### src/scr_pkg.sv
// Package: register indices, field positions and carrier types of the SCSI core register map
package scr_pkg;

  // ==========================================================================
  // Register indices (byte address is four times the index)
  localparam logic [9:0] IDX_DEST_ID     = 10'h006;
  localparam logic [9:0] IDX_OUT_CTL     = 10'h009;
  localparam logic [9:0] IDX_INT_STATUS  = 10'h014;
  localparam logic [9:0] IDX_CT0         = 10'h018;
  localparam logic [9:0] IDX_CT1         = 10'h019;
  localparam logic [9:0] IDX_CT2         = 10'h01A;
  localparam logic [9:0] IDX_CT3         = 10'h01B;
  localparam logic [9:0] IDX_CT4         = 10'h021;
  localparam logic [9:0] IDX_CT5         = 10'h022;
  localparam logic [9:0] IDX_CT6         = 10'h023;
  localparam logic [9:0] IDX_INT_EN      = 10'h040;
  localparam logic [9:0] IDX_LPAR        = 10'h044;
  localparam logic [9:0] IDX_IN_LATCH    = 10'h050;
  localparam logic [9:0] IDX_OUT_LATCH   = 10'h054;
  localparam logic [9:0] IDX_BUS_LINES   = 10'h058;
  localparam logic [9:0] IDX_XFER        = 10'h005;
  localparam logic [9:0] IDX_CTL1        = 10'h001;
  localparam logic [9:0] IDX_CTL3        = 10'h003;
  localparam logic [9:0] IDX_EVT0        = 10'h042;
  localparam logic [9:0] IDX_TEST1       = 10'h04D;
  localparam logic [9:0] IDX_TEST2       = 10'h04E;
  localparam logic [9:0] IDX_CLK_CTL     = 10'h04F;
  localparam logic [9:0] IDX_SCRATCH2    = 10'h05C;

  // ==========================================================================
  // Field positions
  localparam int XFER_PERIOD_LO   = 5;
  localparam int CTL1_NO_HALT     = 5;
  localparam int CTL3_DIV_LO      = 4;
  localparam int EVT_BUS_RST      = 1;
  localparam int EVT_UNEXP_DISC   = 2;
  localparam int EVT_GROSS_ERR    = 3;
  localparam int EVT_FUNC_CMP     = 6;
  localparam int EVT_PHASE_MIS    = 7;
  localparam int CT2_DIRECTION    = 7;
  localparam int TEST1_FIFO_PAR   = 0;
  localparam int TEST2_OFS_RST    = 6;
  localparam int TEST2_LOOPBACK   = 4;
  localparam int TEST2_HIZ        = 3;
  localparam int TEST2_LOW_LEVEL  = 0;
  localparam int CLK_CTL_HALT     = 0;
  localparam int CLK_CTL_HALTED   = 1;

  // ==========================================================================
  // Bus answers
  localparam logic [1:0] RESP_OKAY   = 2'h0;
  localparam logic [1:0] RESP_SLVERR = 2'h2;

  // ==========================================================================
  // Carrier types
  typedef struct packed {
    logic bus_reset;
    logic unexp_disc;
    logic gross_err;
    logic func_cmp;
    logic phase_mis;
  } scr_evt_type;

  typedef struct packed {
    logic [2:0] xfer_period;
    logic [2:0] sync_div;
    logic       no_halt_on_err;
    logic       loopback;
    logic       low_level;
    logic       offset_reset;
    logic       clk_halt;
  } scr_cfg_type;

  typedef struct packed {
    logic              awready;
    logic              wready;
    logic              aw_hold;
    logic [9:0]        aw_idx;
    logic              w_hold;
    logic [31:0]       wdata;
    logic [3:0]        wstrb;
    logic              bvalid;
    logic [1:0]        bresp;
    logic              arready;
    logic              rvalid;
    logic [31:0]       rdata;
    logic [1:0]        rresp;
    logic [7:0]        dest_id;
    logic [7:0]        out_ctl;
    logic [7:0]        int_status;
    logic [6:0][7:0]   chip_test;
    logic [7:0]        int_en;
    logic [7:0]        lpar;
    logic [15:0]       in_latch;
    logic [15:0]       out_latch;
    logic [31:0]       scratch2;
    logic [7:0]        xfer;
    logic [7:0]        ctl1;
    logic [7:0]        ctl3;
    logic [7:0]        evt0;
    logic [7:0]        test2;
    logic              clk_halt;
    logic              ofs_rst;
    logic [15:0]       data_out;
    logic              data_oe;
    logic [7:0]        ctl_out;
    logic              ctl_oe;
  } scr_state_type;

  typedef struct packed {
    logic sclk;
  } scr_clk_state_type;

endpackage : scr_pkg

### src/scr_clk_halt.sv
// Glitch-free halt and restart of the divided SCSI core clock
`timescale 1ns/1ps
`default_nettype none

module scr_clk_halt
(
  // Clock and reset
  input  wire logic aclk,
  input  wire logic aresetn,
  // Control
  input  wire logic halt,
  // Clock out
  output logic      sclk,
  output logic      halted
);

  // ==========================================================================
  // State
  scr_pkg::scr_clk_state_type st_q;
  scr_pkg::scr_clk_state_type st_d;
  logic                       halted_q;
  logic                       halted_d;

  // High phase always completes; halt only takes effect from a low phase
  always_comb
  begin
    st_d     = st_q;
    halted_d = halted_q;
    if (st_q.sclk)
    begin
      st_d.sclk = 1'b0;
    end
    else if (halt)
    begin
      halted_d = 1'b1;
    end
    else
    begin
      st_d.sclk = 1'b1;
      halted_d  = 1'b0;
    end
  end

  // Registered copy
  always_ff @(posedge aclk)
  begin
    if (!aresetn)
    begin
      st_q     <= '0;
      halted_q <= 1'b0;
    end
    else
    begin
      st_q     <= st_d;
      halted_q <= halted_d;
    end
  end

  assign sclk   = st_q.sclk;
  assign halted = halted_q;
endmodule : scr_clk_halt

`default_nettype wire

### src/scr_regmap.sv
// Top: AXI4-Lite register map, data latches and test controls of the SCSI core
`timescale 1ns/1ps
`default_nettype none

module scr_regmap
(
  // Clock and reset
  input  wire logic                  aclk,
  input  wire logic                  aresetn,
  // AXI4-Lite write address
  input  wire logic                  s_axi_awvalid,
  output logic                       s_axi_awready,
  input  wire logic [11:0]           s_axi_awaddr,
  // AXI4-Lite write data
  input  wire logic                  s_axi_wvalid,
  output logic                       s_axi_wready,
  input  wire logic [31:0]           s_axi_wdata,
  input  wire logic [3:0]            s_axi_wstrb,
  // AXI4-Lite write response
  output logic                       s_axi_bvalid,
  input  wire logic                  s_axi_bready,
  output logic [1:0]                 s_axi_bresp,
  // AXI4-Lite read address
  input  wire logic                  s_axi_arvalid,
  output logic                       s_axi_arready,
  input  wire logic [11:0]           s_axi_araddr,
  // AXI4-Lite read data
  output logic                       s_axi_rvalid,
  input  wire logic                  s_axi_rready,
  output logic [31:0]                s_axi_rdata,
  output logic [1:0]                 s_axi_rresp,
  // SCSI data and control lines
  input  wire logic [15:0]           scsi_data_in,
  output logic [15:0]                scsi_data_out,
  output logic                       scsi_data_oe,
  output logic [7:0]                 scsi_ctl_out,
  output logic                       scsi_ctl_oe,
  // Core side
  input  wire logic                  rx_strobe,
  input  wire logic                  tx_active,
  input  wire logic                  ctl_drive,
  input  wire logic                  fifo_parity_lo,
  input  wire scr_pkg::scr_evt_type  events,
  output scr_pkg::scr_cfg_type       cfg,
  output logic                       scsi_clk
);

  // ==========================================================================
  // State and helpers
  scr_pkg::scr_state_type st_q;
  scr_pkg::scr_state_type st_d;
  logic                   clk_halted;
  logic [15:0]            bus_view;

  // Byte-lane merge for writes
  function automatic logic [31:0] merge(input logic [31:0] old_v,
                                        input logic [31:0] new_v,
                                        input logic [3:0]  strb);
    logic [31:0] res;
    res = old_v;
    for (int i = 0; i < 4; i++)
    begin
      if (strb[i])
      begin
        res[8*i +: 8] = new_v[8*i +: 8];
      end
    end
    return res;
  endfunction

  // True when the index is one of the mapped registers
  function automatic logic mapped(input logic [9:0] idx);
    unique case (idx)
      scr_pkg::IDX_DEST_ID, scr_pkg::IDX_OUT_CTL, scr_pkg::IDX_INT_STATUS,
      scr_pkg::IDX_CT0, scr_pkg::IDX_CT1, scr_pkg::IDX_CT2, scr_pkg::IDX_CT3,
      scr_pkg::IDX_CT4, scr_pkg::IDX_CT5, scr_pkg::IDX_CT6, scr_pkg::IDX_INT_EN,
      scr_pkg::IDX_LPAR, scr_pkg::IDX_IN_LATCH, scr_pkg::IDX_OUT_LATCH,
      scr_pkg::IDX_BUS_LINES, scr_pkg::IDX_XFER, scr_pkg::IDX_CTL1,
      scr_pkg::IDX_CTL3, scr_pkg::IDX_EVT0, scr_pkg::IDX_TEST1,
      scr_pkg::IDX_TEST2, scr_pkg::IDX_CLK_CTL, scr_pkg::IDX_SCRATCH2:
        return 1'b1;
      default:
        return 1'b0;
    endcase
  endfunction

  // Loopback feeds the driven data back to the internal view
  assign bus_view = st_q.test2[scr_pkg::TEST2_LOOPBACK] ? st_q.data_out : scsi_data_in;

  // ==========================================================================
  // Clock halt
  scr_clk_halt u_clk_halt
  (
    .aclk    (aclk),
    .aresetn (aresetn),
    .halt    (st_q.clk_halt),
    .sclk    (scsi_clk),
    .halted  (clk_halted)
  );

  // ==========================================================================
  // Next state
  always_comb
  begin
    logic [31:0] wm;
    logic [31:0] rv;
    logic [9:0]  ridx;
    logic [7:0]  sist_clr;
    wm       = '0;
    rv       = '0;
    ridx     = s_axi_araddr[11:2];
    sist_clr = '0;
    st_d         = st_q;
    st_d.ofs_rst = 1'b0;

    // Write address and data taken in either order
    if (st_q.awready && s_axi_awvalid)
    begin
      st_d.aw_hold = 1'b1;
      st_d.aw_idx  = s_axi_awaddr[11:2];
    end
    if (st_q.wready && s_axi_wvalid)
    begin
      st_d.w_hold = 1'b1;
      st_d.wdata  = s_axi_wdata;
      st_d.wstrb  = s_axi_wstrb;
    end
    if (st_q.bvalid && s_axi_bready)
    begin
      st_d.bvalid = 1'b0;
    end

    // Register write once both halves are held
    if (st_q.aw_hold && st_q.w_hold)
    begin
      st_d.aw_hold = 1'b0;
      st_d.w_hold  = 1'b0;
      st_d.bvalid  = 1'b1;
      st_d.bresp   = mapped(st_q.aw_idx) ? scr_pkg::RESP_OKAY : scr_pkg::RESP_SLVERR;
      wm = merge('0, st_q.wdata, st_q.wstrb);
      unique case (st_q.aw_idx)
        scr_pkg::IDX_DEST_ID:    if (st_q.wstrb[0]) st_d.dest_id = wm[7:0];
        scr_pkg::IDX_OUT_CTL:    if (st_q.wstrb[0]) st_d.out_ctl = wm[7:0];
        scr_pkg::IDX_INT_STATUS: if (st_q.wstrb[0]) st_d.int_status = wm[7:0];
        scr_pkg::IDX_CT0:        if (st_q.wstrb[0]) st_d.chip_test[0] = wm[7:0];
        scr_pkg::IDX_CT1:        if (st_q.wstrb[0]) st_d.chip_test[1] = wm[7:0];
        scr_pkg::IDX_CT2:        if (st_q.wstrb[0]) st_d.chip_test[2] = wm[7:0];
        scr_pkg::IDX_CT3:        if (st_q.wstrb[0]) st_d.chip_test[3] = wm[7:0];
        scr_pkg::IDX_CT4:        if (st_q.wstrb[0]) st_d.chip_test[4] = wm[7:0];
        scr_pkg::IDX_CT5:        if (st_q.wstrb[0]) st_d.chip_test[5] = wm[7:0];
        scr_pkg::IDX_CT6:        if (st_q.wstrb[0]) st_d.chip_test[6] = wm[7:0];
        scr_pkg::IDX_INT_EN:     if (st_q.wstrb[0]) st_d.int_en = wm[7:0];
        scr_pkg::IDX_LPAR:       if (st_q.wstrb[0]) st_d.lpar = wm[7:0];
        scr_pkg::IDX_OUT_LATCH:
          st_d.out_latch = 16'(merge({16'h0000, st_q.out_latch}, st_q.wdata, st_q.wstrb));
        scr_pkg::IDX_SCRATCH2:
          st_d.scratch2 = merge(st_q.scratch2, st_q.wdata, st_q.wstrb);
        scr_pkg::IDX_XFER:       if (st_q.wstrb[0]) st_d.xfer = wm[7:0];
        scr_pkg::IDX_CTL1:       if (st_q.wstrb[0]) st_d.ctl1 = wm[7:0];
        scr_pkg::IDX_CTL3:       if (st_q.wstrb[0]) st_d.ctl3 = wm[7:0];
        scr_pkg::IDX_TEST2:
          if (st_q.wstrb[0])
          begin
            st_d.test2 = wm[7:0] & 8'hBF;
            st_d.ofs_rst = wm[scr_pkg::TEST2_OFS_RST];
          end
        scr_pkg::IDX_CLK_CTL:
          if (st_q.wstrb[0]) st_d.clk_halt = wm[scr_pkg::CLK_CTL_HALT];
        default:
          st_d.bresp = st_d.bresp;
      endcase
    end

    // Read decode
    unique case (ridx)
      scr_pkg::IDX_DEST_ID:    rv = {24'h000000, st_q.dest_id};
      scr_pkg::IDX_OUT_CTL:    rv = {24'h000000, st_q.out_ctl};
      scr_pkg::IDX_INT_STATUS: rv = {24'h000000, st_q.int_status};
      scr_pkg::IDX_CT0:        rv = {24'h000000, st_q.chip_test[0]};
      scr_pkg::IDX_CT1:        rv = {24'h000000, st_q.chip_test[1]};
      scr_pkg::IDX_CT2:        rv = {24'h000000, st_q.data_oe, st_q.chip_test[2][6:0]};
      scr_pkg::IDX_CT3:        rv = {24'h000000, st_q.chip_test[3]};
      scr_pkg::IDX_CT4:        rv = {24'h000000, st_q.chip_test[4]};
      scr_pkg::IDX_CT5:        rv = {24'h000000, st_q.chip_test[5]};
      scr_pkg::IDX_CT6:        rv = {24'h000000, st_q.chip_test[6]};
      scr_pkg::IDX_INT_EN:     rv = {24'h000000, st_q.int_en};
      scr_pkg::IDX_LPAR:       rv = {24'h000000, st_q.lpar};
      scr_pkg::IDX_IN_LATCH:   rv = {16'h0000, st_q.in_latch};
      scr_pkg::IDX_OUT_LATCH:  rv = {16'h0000, st_q.out_latch};
      scr_pkg::IDX_BUS_LINES:  rv = {16'h0000, bus_view};
      scr_pkg::IDX_XFER:       rv = {24'h000000, st_q.xfer};
      scr_pkg::IDX_CTL1:       rv = {24'h000000, st_q.ctl1};
      scr_pkg::IDX_CTL3:       rv = {24'h000000, st_q.ctl3};
      scr_pkg::IDX_EVT0:       rv = {24'h000000, st_q.evt0};
      scr_pkg::IDX_TEST1:      rv = {31'h00000000, fifo_parity_lo};
      scr_pkg::IDX_TEST2:      rv = {24'h000000, st_q.test2};
      scr_pkg::IDX_CLK_CTL:    rv = {30'h00000000, clk_halted, st_q.clk_halt};
      scr_pkg::IDX_SCRATCH2:   rv = st_q.scratch2;
      default:                 rv = '0;
    endcase

    // Read channel
    if (st_q.rvalid && s_axi_rready)
    begin
      st_d.rvalid = 1'b0;
    end
    if (st_q.arready && s_axi_arvalid)
    begin
      st_d.rvalid = 1'b1;
      st_d.rdata  = rv;
      st_d.rresp  = mapped(ridx) ? scr_pkg::RESP_OKAY : scr_pkg::RESP_SLVERR;
      if (ridx == scr_pkg::IDX_EVT0)
      begin
        sist_clr = 8'hFF;
      end
    end

    // Sticky status: clear on read, a new event wins
    st_d.evt0 = (st_q.evt0 & ~sist_clr)
              | ({7'h00, events.bus_reset}  << scr_pkg::EVT_BUS_RST)
              | ({7'h00, events.unexp_disc} << scr_pkg::EVT_UNEXP_DISC)
              | ({7'h00, events.gross_err}  << scr_pkg::EVT_GROSS_ERR)
              | ({7'h00, events.func_cmp}   << scr_pkg::EVT_FUNC_CMP)
              | ({7'h00, events.phase_mis}  << scr_pkg::EVT_PHASE_MIS);

    // Data latches and line drive
    if (rx_strobe)
    begin
      st_d.in_latch = bus_view;
    end
    st_d.data_out = st_d.out_latch;
    st_d.data_oe  = tx_active && !st_d.test2[scr_pkg::TEST2_HIZ];
    st_d.ctl_out  = st_d.out_ctl;
    st_d.ctl_oe   = ctl_drive && !st_d.test2[scr_pkg::TEST2_HIZ];

    // Ready flags for the next cycle
    st_d.awready = !st_d.aw_hold && !st_d.bvalid;
    st_d.wready  = !st_d.w_hold && !st_d.bvalid;
    st_d.arready = !st_d.rvalid;
  end

  // Registered copy
  always_ff @(posedge aclk)
  begin
    if (!aresetn)
    begin
      st_q <= '0;
    end
    else
    begin
      st_q <= st_d;
    end
  end

  // ==========================================================================
  // Outputs
  assign s_axi_awready = st_q.awready;
  assign s_axi_wready  = st_q.wready;
  assign s_axi_bvalid  = st_q.bvalid;
  assign s_axi_bresp   = st_q.bresp;
  assign s_axi_arready = st_q.arready;
  assign s_axi_rvalid  = st_q.rvalid;
  assign s_axi_rdata   = st_q.rdata;
  assign s_axi_rresp   = st_q.rresp;
  assign scsi_data_out = st_q.data_out;
  assign scsi_data_oe  = st_q.data_oe;
  assign scsi_ctl_out  = st_q.ctl_out;
  assign scsi_ctl_oe   = st_q.ctl_oe;

  // Configuration fields straight from the registers
  assign cfg.xfer_period    = st_q.xfer[scr_pkg::XFER_PERIOD_LO +: 3];
  assign cfg.sync_div       = st_q.ctl3[scr_pkg::CTL3_DIV_LO +: 3];
  assign cfg.no_halt_on_err = st_q.ctl1[scr_pkg::CTL1_NO_HALT];
  assign cfg.loopback       = st_q.test2[scr_pkg::TEST2_LOOPBACK];
  assign cfg.low_level      = st_q.test2[scr_pkg::TEST2_LOW_LEVEL];
  assign cfg.offset_reset   = st_q.ofs_rst;
  assign cfg.clk_halt       = st_q.clk_halt;
endmodule : scr_regmap

`default_nettype wire

### config.mk
export PLATFORM = sky130hd
export DESIGN_NAME = scr_regmap
export DESIGN_NICKNAME = d
export VERILOG_FILES = /design/src/scr_pkg.sv /design/src/scr_clk_halt.sv /design/src/scr_regmap.sv
export SDC_FILE = /design/constraint.sdc
export NUM_CORES = 1
export LEC_CHECK = 0
export BUFFER_PORTS_ARGS = -buffer_cell sky130_fd_sc_hd__buf_2
export CORE_MARGIN = 1.5
export CORE_UTILIZATION = 35
export DETAILED_ROUTE_END_ITERATION = 16
export SLEW_MARGIN = 20
export SYNTH_ARGS = -nofsm -noshare
export SYNTH_HDL_FRONTEND = slang
export SYNTH_SLANG_ARGS = --single-unit
### constraint.sdc
create_clock -name aclk -period 2.1 [get_ports aclk]
set_input_delay 0.105 -clock aclk [delete_from_list [all_inputs] [get_ports aclk]]
set_output_delay 0.105 -clock aclk [all_outputs]
set_load 0.1 [all_outputs]
Word level (Yosys, flattened, before mapping)
Index checks and enable logic that the tools add are counted.

word-level totals
  bits in registers = 294
  input port bits = 92
  output and inout port bits = 79
  word-level logic and storage cells = 204

cells by class
  equal/unequal tests = 46
  multiplexer cells = 64
  bitwise operators = 8
  reduce and logical (&&, ||, !) cells = 42

operators by type and width
  cell                                                  count
  one-hot mux 32 bit (23 select lines)                  1
  two-way mux 8 bit                                     35
  equality test 10 x 7 -> 1 bit, second input constant  20
  equality test 10 x 5 -> 1 bit, second input constant  10
  two-way mux 88 bit                                    1
  two-way mux 72 bit                                    1
  AND reduction 3 bit                                   23
  equality test 10 x 6 -> 1 bit, second input constant  6
  OR reduction 23 bit                                   2
  equality test 10 x 3 -> 1 bit, second input constant  4
  two-way mux 37 bit                                    1
  two-way mux 35 bit                                    1
  two-way mux 16 bit                                    2
  two-way mux 32 bit                                    1
  equality test 10 x 1 -> 1 bit, second input constant  2
  equality test 10 x 2 -> 1 bit, second input constant  2
  equality test 10 x 4 -> 1 bit, second input constant  2
  two-way mux 1 bit                                     14
  two-way mux 11 bit                                    1
  logical AND 1 bit                                     10
  bitwise AND 8 bit                                     1
  two-way mux 4 bit                                     2
  inverter 8 bit                                        1
  bitwise OR 8 x 2 -> 8 bit                             1
  11 further kinds                                      16

Longest topological paths before layout
Gate-level depths: netlist (run 1).

  depth in word-level cells = 10
  depth in mapped cells = 9
  gate-level depth less buffers = 6

Cells and area by module
A second synthesis (run 1) with hierarchy kept.

unflattened totals
  cell total of the unflattened synthesis = 1515
  area, all modules = 12992.5 um^2

by module, submodules not included
  module        times used  cells an instance  area an instance (um^2)  sequential area each (um^2)
  scr_regmap    1           1510               12928.6                  5785.5
  scr_clk_halt  1           5                  63.8                     40.0

Worst setup path after synthesis (run 1)
Ideal clock, no wire load.

  path kind = flip-flop to flip-flop
  start point = reg st_q, in the netlist s_axi_arready
  end point = reg st_q, in the netlist s_axi_rdata[5]
  setup time = 0.140 ns
  data arrival time = 2.366 ns
  required time = 1.960 ns
  path slack = -0.407 ns
  cell stages (with the launch flop) = 7
  path buffers = 1
  clock period less this slack = 2.507 ns
  path through = dfxtp_1 -> nand2_1 -> and2_1 -> buf_1 -> a22o_1 -> a2111oi_0 -> a22oi_2

on the way
  cells in the longest elaborated chain, start to end = 1

ends and longest elaborated chain
  what                    line               RTL
  start, declared         scr_regmap.sv:50   scr_pkg::scr_state_type st_q;
  start signal, assigned  scr_regmap.sv:251  st_q <= st_d;
  logical AND 1 bit       scr_regmap.sv:207  if (st_q.arready && s_axi_arvalid)

No other way between the ends.
A chain may end at the register's enable or synchronous reset.

Final worst setup path (run 1)
  start point = reg st_q[307] in the netlist's numbering
  end point = reg st_q[180] in the netlist's numbering

on the way
  cells in the longest elaborated chain, start to end = 2

ends and longest elaborated chain
  what                           line               RTL
  equality test 10 x 6 -> 1 bit  scr_regmap.sv:141  unique case (st_q.aw_idx)
  AND reduction 3 bit (no line)  n/a

No other way between the ends.

==> results.json, run 1 <==
{
  "status": "complete, no violations",
  "tightest_slew_ps": 590,
  "die_x_um": 202,
  "critical-path-top-delay-family": "simple AND/OR/NAND/NOR gates",
  "critPathMaxStageDelay_ps": 460,
  "cp.required_ps": 2510,
  "fin_worst_skew_ps": 17.3,
  "maxSlewHeadroom_pct": 60.7,
  "drive_above_1_share_pct": 22.1,
  "rows": 72,
  "dp.cells": 2166,
  "synthTopCellsByCount": "291 x dfxtp_1, 273 x nand2_1, 134 x mux2i_1",
  "ios": 171,
  "grt_start_max_net_pins": 139,
  "dpl.hpwl_um": 32600,
  "clk_pin_slew_ps": 60,
  "wl_per_cell_um": 20.1,
  "yosys_register_bits": 291,
  "setup_viol": 0,
  "antenna_found_initial": 2,
  "p_leak_nw": 6.83,
  "hold_ws_ps": 8.94,
  "min_period_ps": 1960,
  "drv_cap": 0,
  "synth_cell_type_count": 68,
  "coreArea_mm2": 0.0389,
  "grt-ovfl-total": 0,
  "syn-cell-area_mm2": 0.0139,
  "syn-instance-count": 1550,
  "cp-start-kind": "register",
  "ant_nets": 0,
  "power_per_cell_area_mw_per_mm2": 730,
  "worst-path-buf-inv": 0,
  "dominantRegCellSynth": "dfxtp_1",
  "cts_num_sinks": 291,
  "grt_first_pass_wirelength_um": 71400,
  "viasPerCell": 5.24,
  "worstPathArrival_ps": 2370,
  "htreeDepth": 2,
  "cts_tree": "built",
  "final-max-slew-violation-count": 0,
  "synth_seq_area_share_pct": 41.8,
  "nets": 1853,
  "synth_area_leader_cell": "dfxtp_1",
  "clk_latency_ps": 530,
  "drt_wl_total_um": 46400,
  "worst-setup-path-type": "register to register",
  "routabilityCongestion": 0.925,
  "cts_buffers": 34,
  "async_reset_ff_share_pct": 0,
  "die_area_mm2": 0.0410,
  "hp-class": "input port to register",
  "critPathMaxFanout": 8,
  "clockRootBuffer": "clkbuf_16",
  "placed_area_mm2": 0.0155,
  "drt_iter0_markers": 1040,
  "vdd_drop_max_v": 0.000511,
  "synthTopCellsByArea": "dfxtp_1 42%, mux2i_1 9.6%, nand2_1 7.4%",
  "grt_use_total_pct": 22.5,
  "cts_buffer_depth": 3,
  "fin_crit_sh_pct": 93.4,
  "rsz0062_at_grt": "true",
  "dr.pass1.iters": 5,
  "max_freq_mhz": 510,
  "final_cell_area_mm2": 0.0174,
  "post_layout_nonfiller_instances": 2304,
  "drc_errors": 0,
  "crit_path_top_delay_cell": "or2_1",
  "hold_violations": 0,
  "fin_ws_ps": 138,
  "die_y_um": 202,
  "start_util_pct": 35.8,
  "ys_warn_count": 0,
  "cp-end-kind": "register",
  "path_cells": "or2_2 -> nor3_1 -> nand3_1 -> or2_1 -> mux2i_1 -> nor2b_1",
  "dr_total_vias": 12100,
  "synthMostInstantiatedCell": "dfxtp_1",
  "port_buffers": 164,
  "dp_slack_ps": 36.2,
  "first_global_vias": 11600,
  "area_delta_synth_final_pct": 24.7,
  "synth-edff-count": 0,
  "postCtsSetupBuffers": 0,
  "synth.top_cell.area_share_pct": 41.8,
  "syn_avg_cell_area_um2": 8.98
}
## final cells by class
cell class	count	area, um^2
fillers	3813	21600
clock inverters	11	109
flip-flops and latches	291	5830
well taps	518	648
diodes	2	5.00
repair buffers	369	2720
multi-input cells	1063	7050
clock buffers	48	995
inverters	2	7.51
## final timing paths
kind	startpoint	end	slack (ps)	depth (start not counted)
max reg2reg	st_q[307]	st_q[180]	140	6
max	st_q[307]	st_q[180]	140	6
min	scsi_data_in[11]	st_q[127]	9	4
min reg2reg	s_axi_rdata[29]	s_axi_rdata[29]	450	2
## registers in the layout (all words and copies together) (netlist names)
| signal | count |
|---|---|
| s_axi_awready | 1 |
| s_axi_bresp | 1 |
| s_axi_wready | 1 |
| u_clk_halt.sclk | 1 |
| s_axi_bvalid | 1 |
| cfg | 11 |
| scsi_data_oe | 1 |
| scsi_ctl_out | 8 |
| s_axi_rvalid | 1 |
| s_axi_rresp | 1 |
| st_q | 213 |
| scsi_ctl_oe | 1 |
| s_axi_rdata | 32 |
| s_axi_arready | 1 |
| u_clk_halt.halted | 1 |
| scsi_data_out | 16 |
## stage by stage
stage / total power [mW] / utilization (%) / setup TNS (ps)
after floorplan: 6.37 / - / 0
after global placement: 6.76 / 39.8 / 0
after detailed placement: 6.77 / 39.8 / 0
after CTS: 12.8 / 44.6 / 0
after global routing: 13.1 / 44.6 / -7.42
final: 12.7 / 44.6 / 0
## power breakdown
group          internal, mW  leakage (nW)  total (mW)  switching [mW]
Sequential             5.61          2.36        5.66          0.0566
Combinational         0.460          3.92        1.10           0.640
Clock                  3.54         0.553        5.91            2.37
Total                  9.61          6.83        12.7            3.07
## tightest hold or removal path, stage by stage
cell,delay [ps]
buf_2,80
mux2_2,150
mux2i_1,60
nor2b_1,90
## cells by family (layout without fill, tap and decap cells)
group | after synthesis | count (layout) | share of synthesized area [%]
and+or+nand+nor | 617 | 617 | 23.0
DFF | 291 | 291 | 41.8
AOI/OAI and AO/OA | 290 | 290 | 15.6
buffers and inverters | 197 | 430 | 7.77
muxes | 154 | 154 | 11.7
other | 1 | 4 | 0.0269
## per-layer routing
metal  GRT usage (%)  vias to the layer above  part of all wire [%]
met4            6.30                        0                   2.1
li1                -                     5761                     -
met2            35.3                      411                    45
met3            3.40                       65                   6.1
met1            31.9                     5825                    47
met5               0                        -                     0
## timing repair
item | CTS | global route
hold endpoints to repair | 84 | 0
hold buffers | 77 | 0
resized for setup | 0 | 6
setup endpoints to repair | 0 | 40
## placed cells by master, fill, tap and decap left out, drive strengths merged, types with 18 or more instances in the layout
cell type / netlist / routed
a21boi: 133 / 133
a21oi: 30 / 30
a22oi: 34 / 34
and2: 18 / 18
buf: 112 / 292
clkbuf: 83 / 48
dfxtp: 291 / 291
dlygate4sd3: 0 / 77
mux2i: 134 / 134
nand2: 273 / 273
nand3: 63 / 63
nand4: 22 / 22
nor2: 22 / 22
nor2b: 133 / 133
nor3: 19 / 19
Note: power is estimated with default switching activity, not from simulation.
==> run 2, diff against run 1 <==
==> constraint.sdc (replaced) <==
create_clock -name aclk -period 2.1 [get_ports aclk]
set_input_delay 0.21 -clock aclk [delete_from_list [all_inputs] [get_ports aclk]]
set_output_delay 0.21 -clock aclk [all_outputs]
set_load 0.1 [all_outputs]
==> run 2 against run 1 <==
Clock power up 2%; final area increased by 0.22%; largest power group unchanged; via count increased by 0.44%; routed wire length shrank 0.48%; die area stayed put; sequential share of layout area is 0.075 points lower; first-iteration DRC count decreased by 16%.
==> results.json, run 2 (same netlist as run 1, synthesis figures left out) <==
{
  "ant_nets": 0,
  "grt-ovfl-total": 0,
  "largest_reg_flops": 213,
  "power_per_cell_area_mw_per_mm2": 735,
  "max_freq_mhz": 519,
  "rsz0062_at_grt": "false",
  "diodes": 0,
  "utilization_pct": 44.7,
  "p_leak_nw": 6.88,
  "wl_met2_um": 20400,
  "die_area_mm2": 0.0410,
  "wl_per_cell_um": 20.0,
  "final-max-slew-violation-count": 0,
  "hp-class": "input port to register",
  "dr_wl_met3_um": 3240,
  "cp-start-kind": "register",
  "vdd_drop_max_v": 0.000563,
  "cts_buffer_depth": 3,
  "coreArea_mm2": 0.0389,
  "clockRootBuffer": "clkbuf_16",
  "fin_crit_sh_pct": 91.7,
  "hold_violations": 0,
  "grt_start_max_net_pins": 129,
  "worstPathArrival_ps": 2350,
  "ios": 171,
  "nets": 1861,
  "drt_wl_total_um": 46200,
  "hold_ws_ps": 47.5,
  "cts_num_sinks": 291,
  "dp.cells": 2188,
  "area_delta_synth_final_pct": 25.0,
  "rows": 72,
  "final_common_cell": "dfxtp_1",
  "dpl.hpwl_um": 33200,
  "drv_cap": 0,
  "cts_buffers": 34,
  "die_x_um": 202,
  "die_y_um": 202,
  "cp-end-kind": "register",
  "regArea_mm2": 0.00583,
  "status": "complete, no violations",
  "drt_iter0_markers": 878,
  "fin_worst_skew_ps": 14.0,
  "drive_above_1_share_pct": 23.2,
  "hp-start": "scsi_data_in[1]",
  "final_cell_area_mm2": 0.0174,
  "top_register": "st_q",
  "cts_tree": "built",
  "fin_ws_ps": 174,
  "start_util_pct": 35.8,
  "final_cell_mix": "290 x dfxtp_1, 273 x nand2_1, 162 x buf_2",
  "r2r-start": "st_q[267]",
  "critPathMaxFanout": 6,
  "maxSlewHeadroom_pct": 39.1,
  "postCtsSetupBuffers": 0,
  "first_global_vias": 11900,
  "port_buffers": 164,
  "drc_errors": 0,
  "viasPerCell": 5.24,
  "fill_cells": 3851,
  "min_period_ps": 1930,
  "multi_input_area_mm2": 0.00704,
  "dp_slack_ps": -80.6,
  "fin_total_pwr_mw": 12.8,
  "antenna_found_initial": 0,
  "setup_viol": 0,
  "finalSetupTns_ps": 0,
  "m1WireLength_um": 21400,
  "clk_latency_ps": 540,
  "post_layout_nonfiller_instances": 2310,
  "placed_area_mm2": 0.0156,
  "cp.required_ps": 2520,
  "clk_pin_slew_ps": 60,
  "grt_use_total_pct": 22.4,
  "highest-signal-layer": "met4",
  "htreeDepth": 2,
  "grt_first_pass_wirelength_um": 71300,
  "startpoint": "st_q[267]",
  "routabilityCongestion": 0.921,
  "tightest_slew_ps": 913,
  "dr_total_vias": 12100,
  "dr.pass1.iters": 5,
  "worst-setup-path-type": "register to register"
}
-- run 2: worst max-delay path, stage by stage, from the launching register on --
cell and delay [ps]:
dfxtp_1 370, and3_1 200, nand2_1 80, or2_1 270
or3_4 460, buf_4 210, mux2i_1 160, nor2b_1 60
-- run 2: metal layers --
metal | GRT usage [%] | vias to the layer above
li1 | - | 5782
met1 | 31.3 | 5828
met2 | 35.2 | 430
met3 | 3.79 | 75
met4 | 6.80 | 0
met5 | 0 | -
-- run 2: layout make-up --
class	instances	area share, %
Sequential cell	291	33.5
Inverter	2	0.0431
Clock inverter	15	0.999
Clock buffer	44	5.56
Timing Repair Buffer	377	15.7
Tap cell	518	3.72
Multi-Input combinational cell	1063	40.5
-- run 2: worst paths after layout --
check	to	cells past startpoint	slack [ps]
max	st_q[33]	7	170
min	st_q[117]	4	50
max reg2reg	st_q[33]	7	170
min reg2reg	st_q[76]	2	450
-- run 2: power by group --
group	internal [mW]	total, mW	switching [mW]
Sequential	5.61	5.67	0.0650
Clock	3.55	6.03	2.48
Combinational	0.454	1.08	0.629
-- run 2: repair_timing --
action                     in CTS  in global routing
hold endpoints to repair       68                  0
resized for setup               0                  2
hold buffers                   63                  0
setup endpoints to repair       0                  9
